==> src/common/pusq_pkg.sv <==
package pusq_pkg;
  localparam int PUSQ_SLOTS = 6;
  localparam int PUSQ_DLY_W = 16;
  // default slot delay and crash minimum delay, in ref_clk cycles
  localparam logic [15:0] PUSQ_DLY_DEF = 16'h0010;
  localparam logic [15:0] PUSQ_MIN_DLY = 16'h0004;
  localparam logic [5:0] PUSQ_EN_RST = 6'h00;

  typedef enum logic [5:0] {
    PUSQ_MS_OTHER = 6'h01,
    PUSQ_MS_READY = 6'h02,
    PUSQ_MS_SEQDN = 6'h04
  } pusq_main_e;

  typedef enum logic [4:0] {
    PUSQ_IDLE = 5'h01,
    PUSQ_UP = 5'h02,
    PUSQ_FULL = 5'h04,
    PUSQ_DOWN = 5'h08,
    PUSQ_CRASH = 5'h10
  } pusq_state_e;

  // reasons for leaving ready into sequence-down
  typedef struct packed {
    logic chip_select_lost;
    logic over_temp;
    logic crash_req;
    logic undervoltage_lockout_fault;
    logic soft_reset_req;
  } pusq_fault_s;

  typedef struct packed {
    logic trig_up;
    logic trig_down;
    logic trig_crash;
    logic [5:0] down_en;
  } pusq_matrix_s;
endpackage

==> src/verilog/pusq_slot_timer.sv <==
`timescale 1ns/10ps
`default_nettype none
module pusq_slot_timer #(
  parameter int W = 16
) (
  input wire logic ref_clk,
  input wire logic reset,
  input wire logic start,
  input wire logic [W-1:0] count,
  output logic done
);
  logic [W-1:0] cnt_reg;
  logic busy_reg;

  always_ff @(posedge ref_clk or posedge reset) begin
    if (reset) begin
      cnt_reg <= '0;
      busy_reg <= 1'b0;
      done <= 1'b0;
    end else begin
      done <= 1'b0;
      if (start) begin
        cnt_reg <= (count == '0) ? W'(1) : count;
        busy_reg <= 1'b1;
      end else if (busy_reg) begin
        if (cnt_reg == W'(1)) begin
          busy_reg <= 1'b0;
          done <= 1'b1;
        end
        cnt_reg <= cnt_reg - W'(1);
      end
    end
  end
endmodule
`default_nettype wire

==> src/verilog/pusq_sequencer.sv <==
// Summary of operation
// - Six slot enables sequenced up and down.
// - Active only in ready or sequence-down.
// - Faults raise seq_down_req to ask main for sequence-down.
// - Trigger-up and trigger-down start separate sequences.
// - Up honoured idle only, down full only.
// - Simultaneous up and down blocks power-up.
// - Down during power-up waits until full.
// - Power-down steps slots highest to lowest.
// - Crash from main sequence-down or crash input.
// - Crash input polarity set by OTP.
// - Crash slots timed by minimum delay only.
// - Crash ignores per-slot down enables.
`timescale 1ns/10ps
`default_nettype none
module pusq_sequencer #(
  parameter int SLOTS = 6,
  parameter int DW = 16
) (
  input wire logic ref_clk,
  input wire logic reset,
  input wire pusq_pkg::pusq_main_e main_state,
  input wire pusq_pkg::pusq_fault_s faults,
  input wire pusq_pkg::pusq_matrix_s matrix,
  input wire logic otp_crash_active_low,
  input wire logic [SLOTS*DW-1:0] up_delay,
  input wire logic [SLOTS*DW-1:0] down_delay,
  output logic [SLOTS-1:0] res_en,
  output logic seq_down_req,
  output logic crash_active
);
  import pusq_pkg::*;

  // elaboration checks: the slot index is three bits wide and the
  // package default delays are PUSQ_DLY_W bits wide
  if (SLOTS != PUSQ_SLOTS) begin : g_bad_slots
    $error("slot count must match the package");
  end

  if (SLOTS > 8) begin : g_bad_index
    $error("slot count exceeds the slot index range");
  end

  if (DW < 2 || DW > PUSQ_DLY_W) begin : g_bad_width
    $error("delay width out of range");
  end

  pusq_state_e state_reg;
  logic [2:0] slot_reg;
  logic tmr_start_reg;
  logic tmr_done;
  logic [DW-1:0] tmr_count;
  logic enabled;
  logic crash_in;
  logic [SLOTS-1:0] en_reg;
  logic [DW-1:0] up_dly [SLOTS];
  logic [DW-1:0] down_dly [SLOTS];
  logic crash_go;
  logic set_slot;
  logic clr_slot;

  // unpack the flat delay buses into one word per slot
  for (genvar s = 0; s < SLOTS; s++) begin : g_dly
    assign up_dly[s] = up_delay[s*DW +: DW];
    assign down_dly[s] = down_delay[s*DW +: DW];
  end

  // idle is never crashed: nothing is powered there
  assign crash_go = (crash_in || main_state == PUSQ_MS_SEQDN) &&
                    state_reg != PUSQ_CRASH &&
                    state_reg != PUSQ_IDLE;

  assign enabled = (main_state == PUSQ_MS_READY) ||
                   (main_state == PUSQ_MS_SEQDN);
  assign crash_in = matrix.trig_crash ^ otp_crash_active_low;

  // per-slot delay select; crash uses minimum delay alone
  always_comb begin
    tmr_count = PUSQ_DLY_DEF[DW-1:0];
    case (state_reg)
      PUSQ_UP: tmr_count = up_dly[slot_reg];
      PUSQ_DOWN: tmr_count = down_dly[slot_reg];
      PUSQ_CRASH: tmr_count = PUSQ_MIN_DLY[DW-1:0];
      default: tmr_count = PUSQ_DLY_DEF[DW-1:0];
    endcase
  end

  pusq_slot_timer #(.W(DW)) u_timer (
    .ref_clk(ref_clk),
    .reset(reset),
    .start(tmr_start_reg),
    .count(tmr_count),
    .done(tmr_done)
  );

  // main state machine sequence-down request
  always_ff @(posedge ref_clk or posedge reset) begin
    if (reset) begin
      seq_down_req <= 1'b0;
    end else begin
      seq_down_req <= |faults;
    end
  end

  always_ff @(posedge ref_clk or posedge reset) begin
    if (reset) begin
      state_reg <= PUSQ_IDLE;
      slot_reg <= 3'h0;
      tmr_start_reg <= 1'b0;
    end else begin
      tmr_start_reg <= 1'b0;
      if (!enabled) begin
        state_reg <= PUSQ_IDLE;
        slot_reg <= 3'h0;
      end else if (crash_go) begin
        state_reg <= PUSQ_CRASH;
        slot_reg <= 3'(SLOTS - 1);
        tmr_start_reg <= 1'b1;
      end else begin
        case (state_reg)
          PUSQ_IDLE: begin
            if (matrix.trig_up && !matrix.trig_down &&
                main_state == PUSQ_MS_READY) begin
              state_reg <= PUSQ_UP;
              slot_reg <= 3'h0;
              tmr_start_reg <= 1'b1;
            end
          end
          PUSQ_UP: begin
            if (tmr_done) begin
              if (slot_reg == 3'(SLOTS - 1)) begin
                state_reg <= PUSQ_FULL;
              end else begin
                slot_reg <= slot_reg + 3'h1;
                tmr_start_reg <= 1'b1;
              end
            end
          end
          PUSQ_FULL: begin
            if (matrix.trig_down) begin
              state_reg <= PUSQ_DOWN;
              slot_reg <= 3'(SLOTS - 1);
              tmr_start_reg <= 1'b1;
            end
          end
          PUSQ_DOWN, PUSQ_CRASH: begin
            if (tmr_done) begin
              // normal down needs slot's matrix enable; crash ignores it
              if (state_reg == PUSQ_CRASH ||
                  matrix.down_en[slot_reg]) begin
                if (slot_reg == 3'h0) begin
                  state_reg <= PUSQ_IDLE;
                end else begin
                  slot_reg <= slot_reg - 3'h1;
                  tmr_start_reg <= 1'b1;
                end
              end else begin
                tmr_start_reg <= 1'b1;
              end
            end
          end
          default: begin
            state_reg <= PUSQ_IDLE;
          end
        endcase
      end
    end
  end

  // slot enable strobes, qualified exactly like the state machine steps
  assign set_slot = enabled && !crash_go && tmr_done &&
                    state_reg == PUSQ_UP;
  assign clr_slot = enabled && !crash_go && tmr_done &&
                    (state_reg == PUSQ_CRASH ||
                     (state_reg == PUSQ_DOWN &&
                      matrix.down_en[slot_reg]));

  always_ff @(posedge ref_clk or posedge reset) begin
    if (reset) begin
      en_reg <= PUSQ_EN_RST;
    end else if (!enabled) begin
      en_reg <= PUSQ_EN_RST;
    end else if (set_slot) begin
      en_reg[slot_reg] <= 1'b1;
    end else if (clr_slot) begin
      en_reg[slot_reg] <= 1'b0;
    end
  end

  // each slot output follows its enable only while the sequencer is enabled
  for (genvar s = 0; s < SLOTS; s++) begin : g_out
    always_ff @(posedge ref_clk or posedge reset) begin
      if (reset) begin
        res_en[s] <= PUSQ_EN_RST[s];
      end else begin
        res_en[s] <= enabled ? en_reg[s] : PUSQ_EN_RST[s];
      end
    end
  end

  // crash flag drops together with the outputs when disabled
  always_ff @(posedge ref_clk or posedge reset) begin
    if (reset) begin
      crash_active <= 1'b0;
    end else begin
      crash_active <= enabled && (state_reg == PUSQ_CRASH);
    end
  end
endmodule
`default_nettype wire

==> config.mk <==
export PLATFORM = sky130hd
export DESIGN_NAME = pusq_sequencer
export DESIGN_NICKNAME = d
export VERILOG_FILES = /design/src/common/pusq_pkg.sv /design/src/verilog/pusq_slot_timer.sv /design/src/verilog/pusq_sequencer.sv
export SDC_FILE = /design/constraint.sdc
export NUM_CORES = 1
export LEC_CHECK = 0
export BUFFER_PORTS_ARGS = -buffer_cell sky130_fd_sc_hd__buf_2
export CAP_MARGIN = 20
export CORE_MARGIN = 5
export CORE_UTILIZATION = 40
export CTS_CLUSTER_SIZE = 14
export DETAILED_ROUTE_END_ITERATION = 10
export GPL_TIMING_DRIVEN = 0
export PLACE_DENSITY = 0.76
export SKIP_CTS_REPAIR_TIMING = 1
export SLEW_MARGIN = 0
export SYNTH_ARGS = -nofsm -noshare
export SYNTH_HDL_FRONTEND = slang
export SYNTH_SLANG_ARGS = --single-unit
==> constraint.sdc <==
create_clock -name ref_clk -period 2.82 [get_ports ref_clk]
set_input_delay 0.141 -clock ref_clk [delete_from_list [all_inputs] [get_ports ref_clk]]
set_output_delay 0.141 -clock ref_clk [all_outputs]
set_load 0.01 [all_outputs]
## Word-level counts from Yosys, hierarchy flattened

Cells that the tools add are included.

| storage, ports and cells | value |
|---|---|
| logic and storage cells | 131 |
| output and inout port bits | 8 |
| register bits after elaboration | 41 |

| cells by class | value |
|---|---|
| $add $sub $neg | 3 |
| reduce and logical (&&, ||, !) cells | 24 |
| equality and inequality tests | 22 |
| $lt $le $gt $ge | 3 |
| bitwise logic cells | 5 |
| muxes and demuxes | 59 |

Operators by type and width:

| operator | number |
|---|---|
| $mux 16 | 7 |
| $bmux 16 s3 | 2 |
| $pmux 16 s3 | 1 |
| $mux 5 | 9 |
| $ne 4x4->1 const B | 7 |
| $mux 3 | 9 |
| $mux 1 | 23 |
| $pmux 5 s4 | 1 |
| $mux 6 | 3 |
| $eq 16x1->1 const B | 1 |
| $logic_not 16->1 | 1 |
| $sub 16x1->16 const B | 1 |
| $pmux 3 s4 | 1 |
| $logic_and 1x1->1 | 11 |
| $ne 4x3->1 const B | 2 |
| $reduce_and 8->1 | 1 |
| $reduce_and 7->1 | 1 |
| $and 6x6->6 | 1 |
| $eq 6x2->1 const B | 1 |
| $eq 6x3->1 const B | 1 |
| $ne 6x1->1 const B | 1 |
| $not 6->6 | 1 |
| $or 6x6->6 | 1 |
| $eq 5x1->1 const B | 1 |
| other kinds (24) | 28 |

## Longest topological paths before layout

Gate-level depths: netlist of run 1.

| depth | value |
|---|---|
| depth in word-level cells | 11 |
| gate-level depth with buffers | 10 |
| mapped depth without buffers | 9 |

## Hierarchy

Synthesis of run 1 repeated with hierarchy kept, for this count alone.

| unflattened totals | value |
|---|---|
| cells, all modules | 442 |
| area, all modules | 3753.6 um2 |

By module, submodules not included:

| module | sequential area each (um2) | area an instance (um2) | times used | cells an instance |
|---|---|---|---|---|
| pusq_sequencer | 576.8 | 2692.6 | 1 | 331 |
| pusq_slot_timer | 450.4 | 1061.0 | 1 | 111 |

## Least setup slack after synthesis of run 1

Ideal clock, no wire load.

| timing | value |
|---|---|
| kind | reg-to-reg |
| start point | register state_reg[0] |
| end point | register slot_reg[2] |
| setup time | 0.111 ns |
| required time | 2.709 ns |
| stages on the path, launching flop included | 10 |
| path buffers | 0 |
| setup slack | 0.525 ns |
| arrival | 2.184 ns |
| period minus slack after synthesis | 2.295 ns |
| path through | dfstp_2 > nor2_1 > nand4bb_1 > nand2_1 > fa_1 > nand2_1 > o21ai_0 > o211a_1 > o2111a_1 > a2111oi_2 |

| on the way | value |
|---|---|
| cells in the longest elaborated chain, start to end | 5 |

Ends and longest elaborated chain:

| element | line | source |
|---|---|---|
| from (decl) | pusq_sequencer.sv:48 | `pusq_state_e state_reg;` |
| from (signal assigned) | pusq_sequencer.sv:107 | `state_reg <= PUSQ_IDLE;` |
| from (signal assigned) | pusq_sequencer.sv:113 | `state_reg <= PUSQ_IDLE;` |
| from (signal assigned) | pusq_sequencer.sv:116 | `state_reg <= PUSQ_CRASH;` |
| $ne 5x5->1 (tied with other cells) | pusq_sequencer.sv:70 | `state_reg != PUSQ_CRASH &&` |
| $logic_and 1x1->1 or $reduce_or 2->1 (tied branches) | pusq_sequencer.sv:69, pusq_sequencer.sv:120 |  |
| $logic_and 1x1->1 or $pmux 3 s4 (tied branches) | pusq_sequencer.sv:70, pusq_sequencer.sv:120 |  |
| $ne 6x1->1 (no source line) (tied with other cells) | - |  |
| $reduce_and 8->1 (no source line) or $mux 3 (tied branches) | - |  |
| to (signal assigned) | pusq_sequencer.sv:117 | `slot_reg <= 3'(SLOTS - 1);` |
| to (signal assigned) | pusq_sequencer.sv:134 | `slot_reg <= slot_reg + 3'h1;` |
| to (signal assigned) | pusq_sequencer.sv:142 | `slot_reg <= 3'(SLOTS - 1);` |
| to (decl) | pusq_sequencer.sv:49 | `logic [2:0] slot_reg;` |

Parallel ways exist; a longest one is shown, timed or not.
A chain may end at the register's enable or synchronous reset.

## Worst setup path after layout of run 1

| timing | value |
|---|---|
| start point | register state_reg[0] |
| end point | register u_timer.cnt_reg[0] |

| on the way | value |
|---|---|
| cells in the longest elaborated chain, start to end | 5 |

Ends and longest elaborated chain:

| element | line | source |
|---|---|---|
| $eq 5x5->1 (tied with other cells) | pusq_sequencer.sv:80 | `case (state_reg)` |
| $pmux 16 s3 (*) | pusq_sequencer.sv:80 |  |
| $logic_not 16->1 | pusq_slot_timer.sv:23 | `cnt_reg <= (count == '0) ? W'(1) : count;` |
| $mux 16 (*) | pusq_slot_timer.sv:23 |  |
| $mux 16 (*) | pusq_slot_timer.sv:22 | `if (start) begin` |
| to (signal assigned) | pusq_slot_timer.sv:23 |  |
| to (signal assigned) | pusq_slot_timer.sv:30 | `cnt_reg <= cnt_reg - W'(1);` |
| to (decl) | pusq_slot_timer.sv:12 | `logic [W-1:0] cnt_reg;` |

Every way passes the cells marked *; elsewhere a longest branch is shown, timed or not.

==> results of run 1 <==
==> through the flow <==
stage          instance area [sq um]  setup WS [ns]
2_1_floorplan                   4010         0.5249
3_3_place_gp                    5288        0.02313
3_5_place_dp                    5288       -0.02066
4_1_cts                         5403       -0.03621
5_1_grt                         5423        0.01746
6_report                        5423        0.07536
==> synth_stat cells, types with 4 or more instances <==
| master | instances |
|---|---|
| o2bb2ai_1 | 4 |
| mux2_1 | 5 |
| a22oi_1 | 5 |
| nand3_1 | 7 |
| xor2_1 | 7 |
| nor4_1 | 6 |
| a21oi_1 | 38 |
| mux2_2 | 19 |
| a221oi_1 | 10 |
| nand3b_1 | 4 |
| o21ai_0 | 33 |
| o22ai_1 | 15 |
| and3_1 | 7 |
| nor3_1 | 5 |
| o211ai_1 | 7 |
| buf_2 | 16 |
| o31ai_1 | 5 |
| inv_1 | 8 |
| mux2i_1 | 55 |
| nand2_1 | 40 |
| xnor2_1 | 10 |
| buf_1 | 4 |
| nor2_1 | 36 |
| dfrtp_1 | 40 |
| clkbuf_1 | 12 |
==> kinds of logic after synthesis <==
kind of cell / share of synthesized area, %
compound gates: 25.12
simple gates: 18.13
mux: 21.40
buf+inv: 4.898
flops: 25.62
xor+xnor: 3.713
fa+ha+maj: 1.123
==> layout make-up <==
| type | instances | area, sq um |
|---|---|---|
| buffer | 35 | 176.4 |
| clock buffer | 5 | 68.82 |
| clock inverter | 3 | 46.29 |
| fill | 955 | 4352 |
| inverter | 8 | 30.03 |
| multi-input combinational | 381 | 2796 |
| sequential | 41 | 1027 |
| tap | 133 | 166.4 |
| timing repair buffer | 222 | 1111 |
==> path summary, 6_finish.rpt <==
| path | endpoint | slack [ns] | cells past startpoint |
|---|---|---|---|
| max in group asynchronous | u_timer.cnt_reg[10]$_DFFE_PP0P_ | 2.22 | 2 |
| min in group ref_clk | seq_down_req$_DFF_PP0_ | 0.04 | 3 |
| hold reg to reg | res_en[2]$_DFF_PP0_ | 0.51 | 1 |
| setup reg to reg | u_timer.cnt_reg[0]$_DFFE_PP0P_ | 0.08 | 7 |
| hold / removal | seq_down_req$_DFF_PP0_ | 0.03 | 2 |
| setup / recovery | u_timer.cnt_reg[0]$_DFFE_PP0P_ | 0.08 | 7 |
==> power groups by stage <==
stage          Combinational (mW)  Clock, mW  Sequential [mW]
2_1_floorplan               0.155          0            0.665
6_report                    0.346      0.497            0.664
4_1_cts                     0.347      0.500            0.664
5_1_grt                     0.385      0.524            0.671
3_3_place_gp                0.334          0            0.674
3_5_place_dp                0.345          0            0.676
==> layer usage <==
layer	vias to the layer above	part of all wire (%)	GRT usage, %	wire length, um
met1	2237	39	33.77	6594
met5	-	0	0	0
li1	2229	-	-	-
met2	281	48	46.06	7987
met3	31	10	5.999	1731
met4	0	2.5	7.740	410
==> results.py, run 1 <==
metrics = {
    "logic_synthesis": {
        "yosys_most_used_dff": "dfrtp_1",
        "synth_area_sq_um": 4010,
        "synth-seq-cells": 41,
        "synthCells": 465,
        "ys_warn_count": 0,
        "synth_top_cell_area_share_pct": 24.96,
        "synthArstFlopShare_pct": 100.0,
        "synth-edff-count": 0,
        "synth_area_leader_cell": "dfrtp_1",
        "synthTopCellsByArea": "dfrtp_1, mux2i_1, mux2_2",
        "synth_area_per_cell_sq_um": 8.624,
        "synth.distinct_cells": 71,
        "yosysSeqAreaShare_pct": 25.62,
        "synth_nets": 683,
    },
    "global_routing": {
        "gr-total-overflow": 0,
        "grt_start_max_net_pins": 42,
        "grt_usage_pct": 26.84,
        "grt_pass1_vias": 4791,
        "grt_pass1_wl_mm": 24.81,
        "antenna_found_initial": 0,
    },
    "timing": {
        "rsz0062_at_grt": "false",
        "hold_viol": 0,
        "max_freq_mhz": 364.3,
        "finalSetupViolCount": 0,
        "period_minus_slack_ns": 2.745,
        "hold_ws_ns": 0.02978,
        "skew_ns": 0.007102,
        "fin_crit_sh_pct": 97.33,
        "tightest_slew_ns": 0.9455,
        "relSlewSlack_pct": 36.73,
        "fin_tns_setup_ns": 0,
        "finalMaxSlewViolations": 0,
    },
    "pwr": {
        "p_int_mw": 1.080,
        "seqPwrFrac_pct": 44.1,
        "comb_power_share_pct": 22.9,
        "p_sw_share_pct": 28.35,
        "peakVddDrop_uv": 279.7,
        "power_mw": 1.508,
        "p_clk_share_pct": 33.0,
        "p_per_area_nw_per_um2": 278.0,
        "p_leak_nw": 2.329,
        "p_switching_mw": 0.4274,
    },
    "routing": {
        "dr_total_vias": 4778,
        "wirelength_mm": 16.72,
        "drc_errors": 0,
        "drt.antenna.violating_nets": 0,
        "dr.pass1.iters": 5,
        "drt_iter0_drc": 308,
        "viasPerCell": 5.771,
        "wl_per_cell_um": 20.20,
    },
    "place": {
        "place.gp.congestion": 0.9480,
        "dp_hpwl_mm": 13.29,
        "portBuffers": 222,
        "placed_cells": 820,
    },
    "status": {
        "outcome": "finished clean",
    },
    "worst_setup_path": {
        "required_ns": 3.02,
        "worst_setup_path_start_kind": "flop",
        "worstPathMaxFanout": 10,
        "worstPathArrival_ns": 2.95,
        "crit_chain": "nor4_1 > nand2_1 > clkbuf_1 > o22ai_1 > nor4_1 > nand4b_1 > o41ai_2",
        "cp-startpoint": "state_reg[0]$_DFFE_PP1P_",
        "max_stage_delay_ns": 0.60,
        "crit_family": "simple AND/OR/NAND/NOR gates",
        "crit_top_cell": "nor4_1",
        "worst-setup-path-type": "reg2reg",
        "end_kind": "flop",
        "cp_num_buf_inv": 1,
        "cpMaxStageDelayCell": "dfstp_2",
        "rr_startpoint": "state_reg[0]$_DFFE_PP1P_",
    },
    "clocking": {
        "clock-sinks": 41,
        "htreeDepth": 2,
        "cts_tree": "done",
        "root_buffer": "clkbuf_8",
        "cts.path.max_buffers": 2,
        "clkLatencyLatePin_ns": 0.30,
        "cts_buffers": 5,
        "clkSlewWorstSetupHoldPaths_ns": 0.09,
    },
    "die": {
        "core_sq_um": 9774,
        "die_h_um": 110.1,
        "fp.dieArea_sq_um": 12130,
        "start_util_pct": 41.03,
        "die_w_um": 110.1,
        "rows": 36,
        "io-pin-count": 223,
    },
    "final_layout": {
        "antenna_cells": 0,
        "layout_common_cells": "buf_2, mux2i_1, nand2_1, dfrtp_1, a21oi_1",
        "syn_to_final_growth_pct": 35.23,
        "nets": 912,
        "finalNonFillerCells": 828,
        "final_common_cell": "buf_2",
        "drive_above_1_share_pct": 42.01,
        "largest_reg_flops": 16,
        "post-route-util_pct": 55.48,
    },
    "worst_hold_path": {
        "hp-class": "in2async",
    },
    "job": {
        "max_cap_viol_count": 0,
    },
}
(Power assumes the default switching activity.)
==> run 2: changes to the inputs <==
Settings changed: TNS_END_PERCENT set to 10.
Clock period 2.82 ns to 3.25 ns, I/O delays scaled along.
==> run 2 against run 1 <==
Effect of this change: clock power is 13% lower; count of clock-buffer cells in the layout unchanged; non-clock buffer count unchanged; cell count is the same; register-to-register slack improved by 0.24 ns; worst hold slack improved by 0.019 ns; power fell by 13%; wire length shrank 0.20%; largest power group unchanged; highest routed layer unchanged.
==> results.py, run 2 (synthesis results as in run 1) <==
metrics = {
    "timing": {
        "skew_ns": 0.004332,
        "period_minus_slack_ns": 2.938,
        "fin_tns_setup_ns": 0,
        "rsz0062_at_grt": "false",
        "finalMaxSlewViolations": 0,
        "max_freq_mhz": 340.4,
        "fin_crit_sh_pct": 90.40,
        "tightest_slew_ns": 0.9369,
        "relSlewSlack_pct": 37.31,
        "hold_viol": 0,
        "finalSetupViolCount": 0,
    },
    "final_layout": {
        "finalNonFillerCells": 828,
        "syn_to_final_growth_pct": 34.73,
        "multiInputGateArea_sq_um": 2786,
        "drive_above_1_share_pct": 41.44,
        "layout_common_cells": "buf_2, mux2i_1, nand2_1, dfrtp_1, a21oi_1",
        "antenna_cells": 0,
        "register_area_sq_um": 1027,
        "nets": 912,
        "fillers": 957,
        "largest_reg_flops": 16,
        "final_common_cell": "buf_2",
    },
    "pwr": {
        "comb_power_share_pct": 22.9,
        "p_int_mw": 0.9372,
        "p_switching_mw": 0.3694,
        "peakVddDrop_uv": 242.3,
        "p_leak_nw": 2.322,
        "p_sw_share_pct": 28.27,
        "p_per_area_nw_per_um2": 241.8,
        "p_clk_share_pct": 32.9,
        "seqPwrFrac_pct": 44.1,
    },
    "worst_setup_path": {
        "crit_chain": "buf_2 > buf_2 > buf_2 > mux2i_1 > nor2_1 > a21oi_1 > o211ai_1 > a21oi_1 > nand4_1 > o41ai_2",
        "max_stage_delay_ns": 0.44,
        "cp_num_buf_inv": 3,
        "end_kind": "flop",
        "r2r_slack_ns": 0.31,
        "cpMaxStageDelayCell": "buf_2",
        "worst_setup_path_start_kind": "flop",
        "rr_startpoint": "slot_reg[1]$_DFFE_PP0P_",
        "worstPathMaxFanout": 10,
        "worstPathArrival_ns": 3.14,
        "r2r_cells": 10,
        "crit_family": "buffers and inverters",
        "worst-setup-path-type": "reg2reg",
        "worstReg2RegEnd": "u_timer.cnt_reg[0]$_DFFE_PP0P_",
        "required_ns": 3.45,
        "crit_top_cell": "buf_2",
    },
    "clocking": {
        "cts_buffers": 5,
        "htreeDepth": 2,
        "clkSlewWorstSetupHoldPaths_ns": 0.09,
        "root_buffer": "clkbuf_8",
        "cts.path.max_buffers": 2,
        "cts_tree": "done",
        "clkLatencyLatePin_ns": 0.30,
        "clock-sinks": 41,
    },
    "routing": {
        "dr.pass1.iters": 5,
        "viasPerCell": 5.751,
        "wl_per_cell_um": 20.16,
        "wirelength_mm": 16.69,
        "drt.antenna.violating_nets": 0,
        "dr_total_vias": 4762,
        "drc_errors": 0,
        "drt_iter0_drc": 316,
    },
    "job": {
        "max_cap_viol_count": 0,
    },
    "die": {
        "die_h_um": 110.1,
        "start_util_pct": 41.03,
        "io-pin-count": 223,
        "die_w_um": 110.1,
        "core_sq_um": 9774,
        "fp.dieArea_sq_um": 12130,
        "rows": 36,
    },
    "place": {
        "placed_cells": 820,
        "place.gp.congestion": 0.9480,
        "portBuffers": 222,
        "dp_hpwl_mm": 13.29,
    },
    "global_routing": {
        "grt_start_max_net_pins": 42,
        "antenna_found_initial": 0,
        "gr-total-overflow": 0,
        "grt_pass1_wl_mm": 24.81,
        "grt_pass1_vias": 4791,
        "grt_usage_pct": 26.84,
    },
    "worst_hold_path": {
        "hp-class": "in2async",
    },
    "status": {
        "outcome": "finished clean",
    },
}
==> run 2: worst max path at each step <==
stage                                   startpoint                              to  slack [ns]  cells after the start
final                      slot_reg[1]$_DFFE_PP0P_  u_timer.cnt_reg[0]$_DFFE_PP0P_        0.31                     10
after global placement     slot_reg[1]$_DFFE_PP0P_  u_timer.cnt_reg[0]$_DFFE_PP0P_        0.45                     10
after detailed placement   slot_reg[1]$_DFFE_PP0P_  u_timer.cnt_reg[0]$_DFFE_PP0P_        0.41                     10
after CTS                  slot_reg[1]$_DFFE_PP0P_  u_timer.cnt_reg[0]$_DFFE_PP0P_        0.39                     10
after floorplan           state_reg[0]$_DFFE_PP1P_         slot_reg[2]$_DFFE_PP0P_        0.95                      9
after global routing       slot_reg[1]$_DFFE_PP0P_  u_timer.cnt_reg[0]$_DFFE_PP0P_        0.11                     10
==> run 2: layout make-up <==
type	count	area share (%)
multi-input combinational	381	51.57
timing repair buffer	222	20.57
sequential	41	19.01
buffer	35	3.080
tap	133	3.080
clock buffer	5	1.274
clock inverter	3	0.8569
inverter	8	0.5558
==> run 2: power by group through the flow <==
stage / combinational, mW / sequential (mW) / clock [mW]
floorplan: 0.134 / 0.577 / 0
global placement: 0.290 / 0.585 / 0
detailed placement: 0.299 / 0.586 / 0
CTS: 0.301 / 0.576 / 0.434
global route: 0.334 / 0.582 / 0.454
finish: 0.300 / 0.577 / 0.430
==> run 2: stage by stage <==
| stage | setup slack [ns] | cell area (sq um) | hold slack, ns | power [mW] | util [%] |
|---|---|---|---|---|---|
| 3_5_place_dp | 0.4093 | 5288 | 0.3642 | 0.8856 | 54.10 |
| 2_1_floorplan | 0.9549 | 4010 | 0.2550 | 0.7110 | - |
| 5_1_grt | 0.1058 | 5403 | 0.06217 | 1.371 | 55.27 |
| 6_report | 0.3121 | 5403 | 0.04928 | 1.307 | 55.27 |
| 4_1_cts | 0.3938 | 5403 | 0.05008 | 1.312 | 55.27 |
| 3_3_place_gp | 0.4531 | 5288 | 0.3520 | 0.8748 | 54.10 |
==> run 2: metal layers <==
metal	global-route usage, %	vias up	part of all wire, %
li1	-	2231	-
met5	0	-	0
met3	5.999	36	9.9
met4	7.740	0	2.8
met1	33.77	2227	40
met2	46.06	268	47
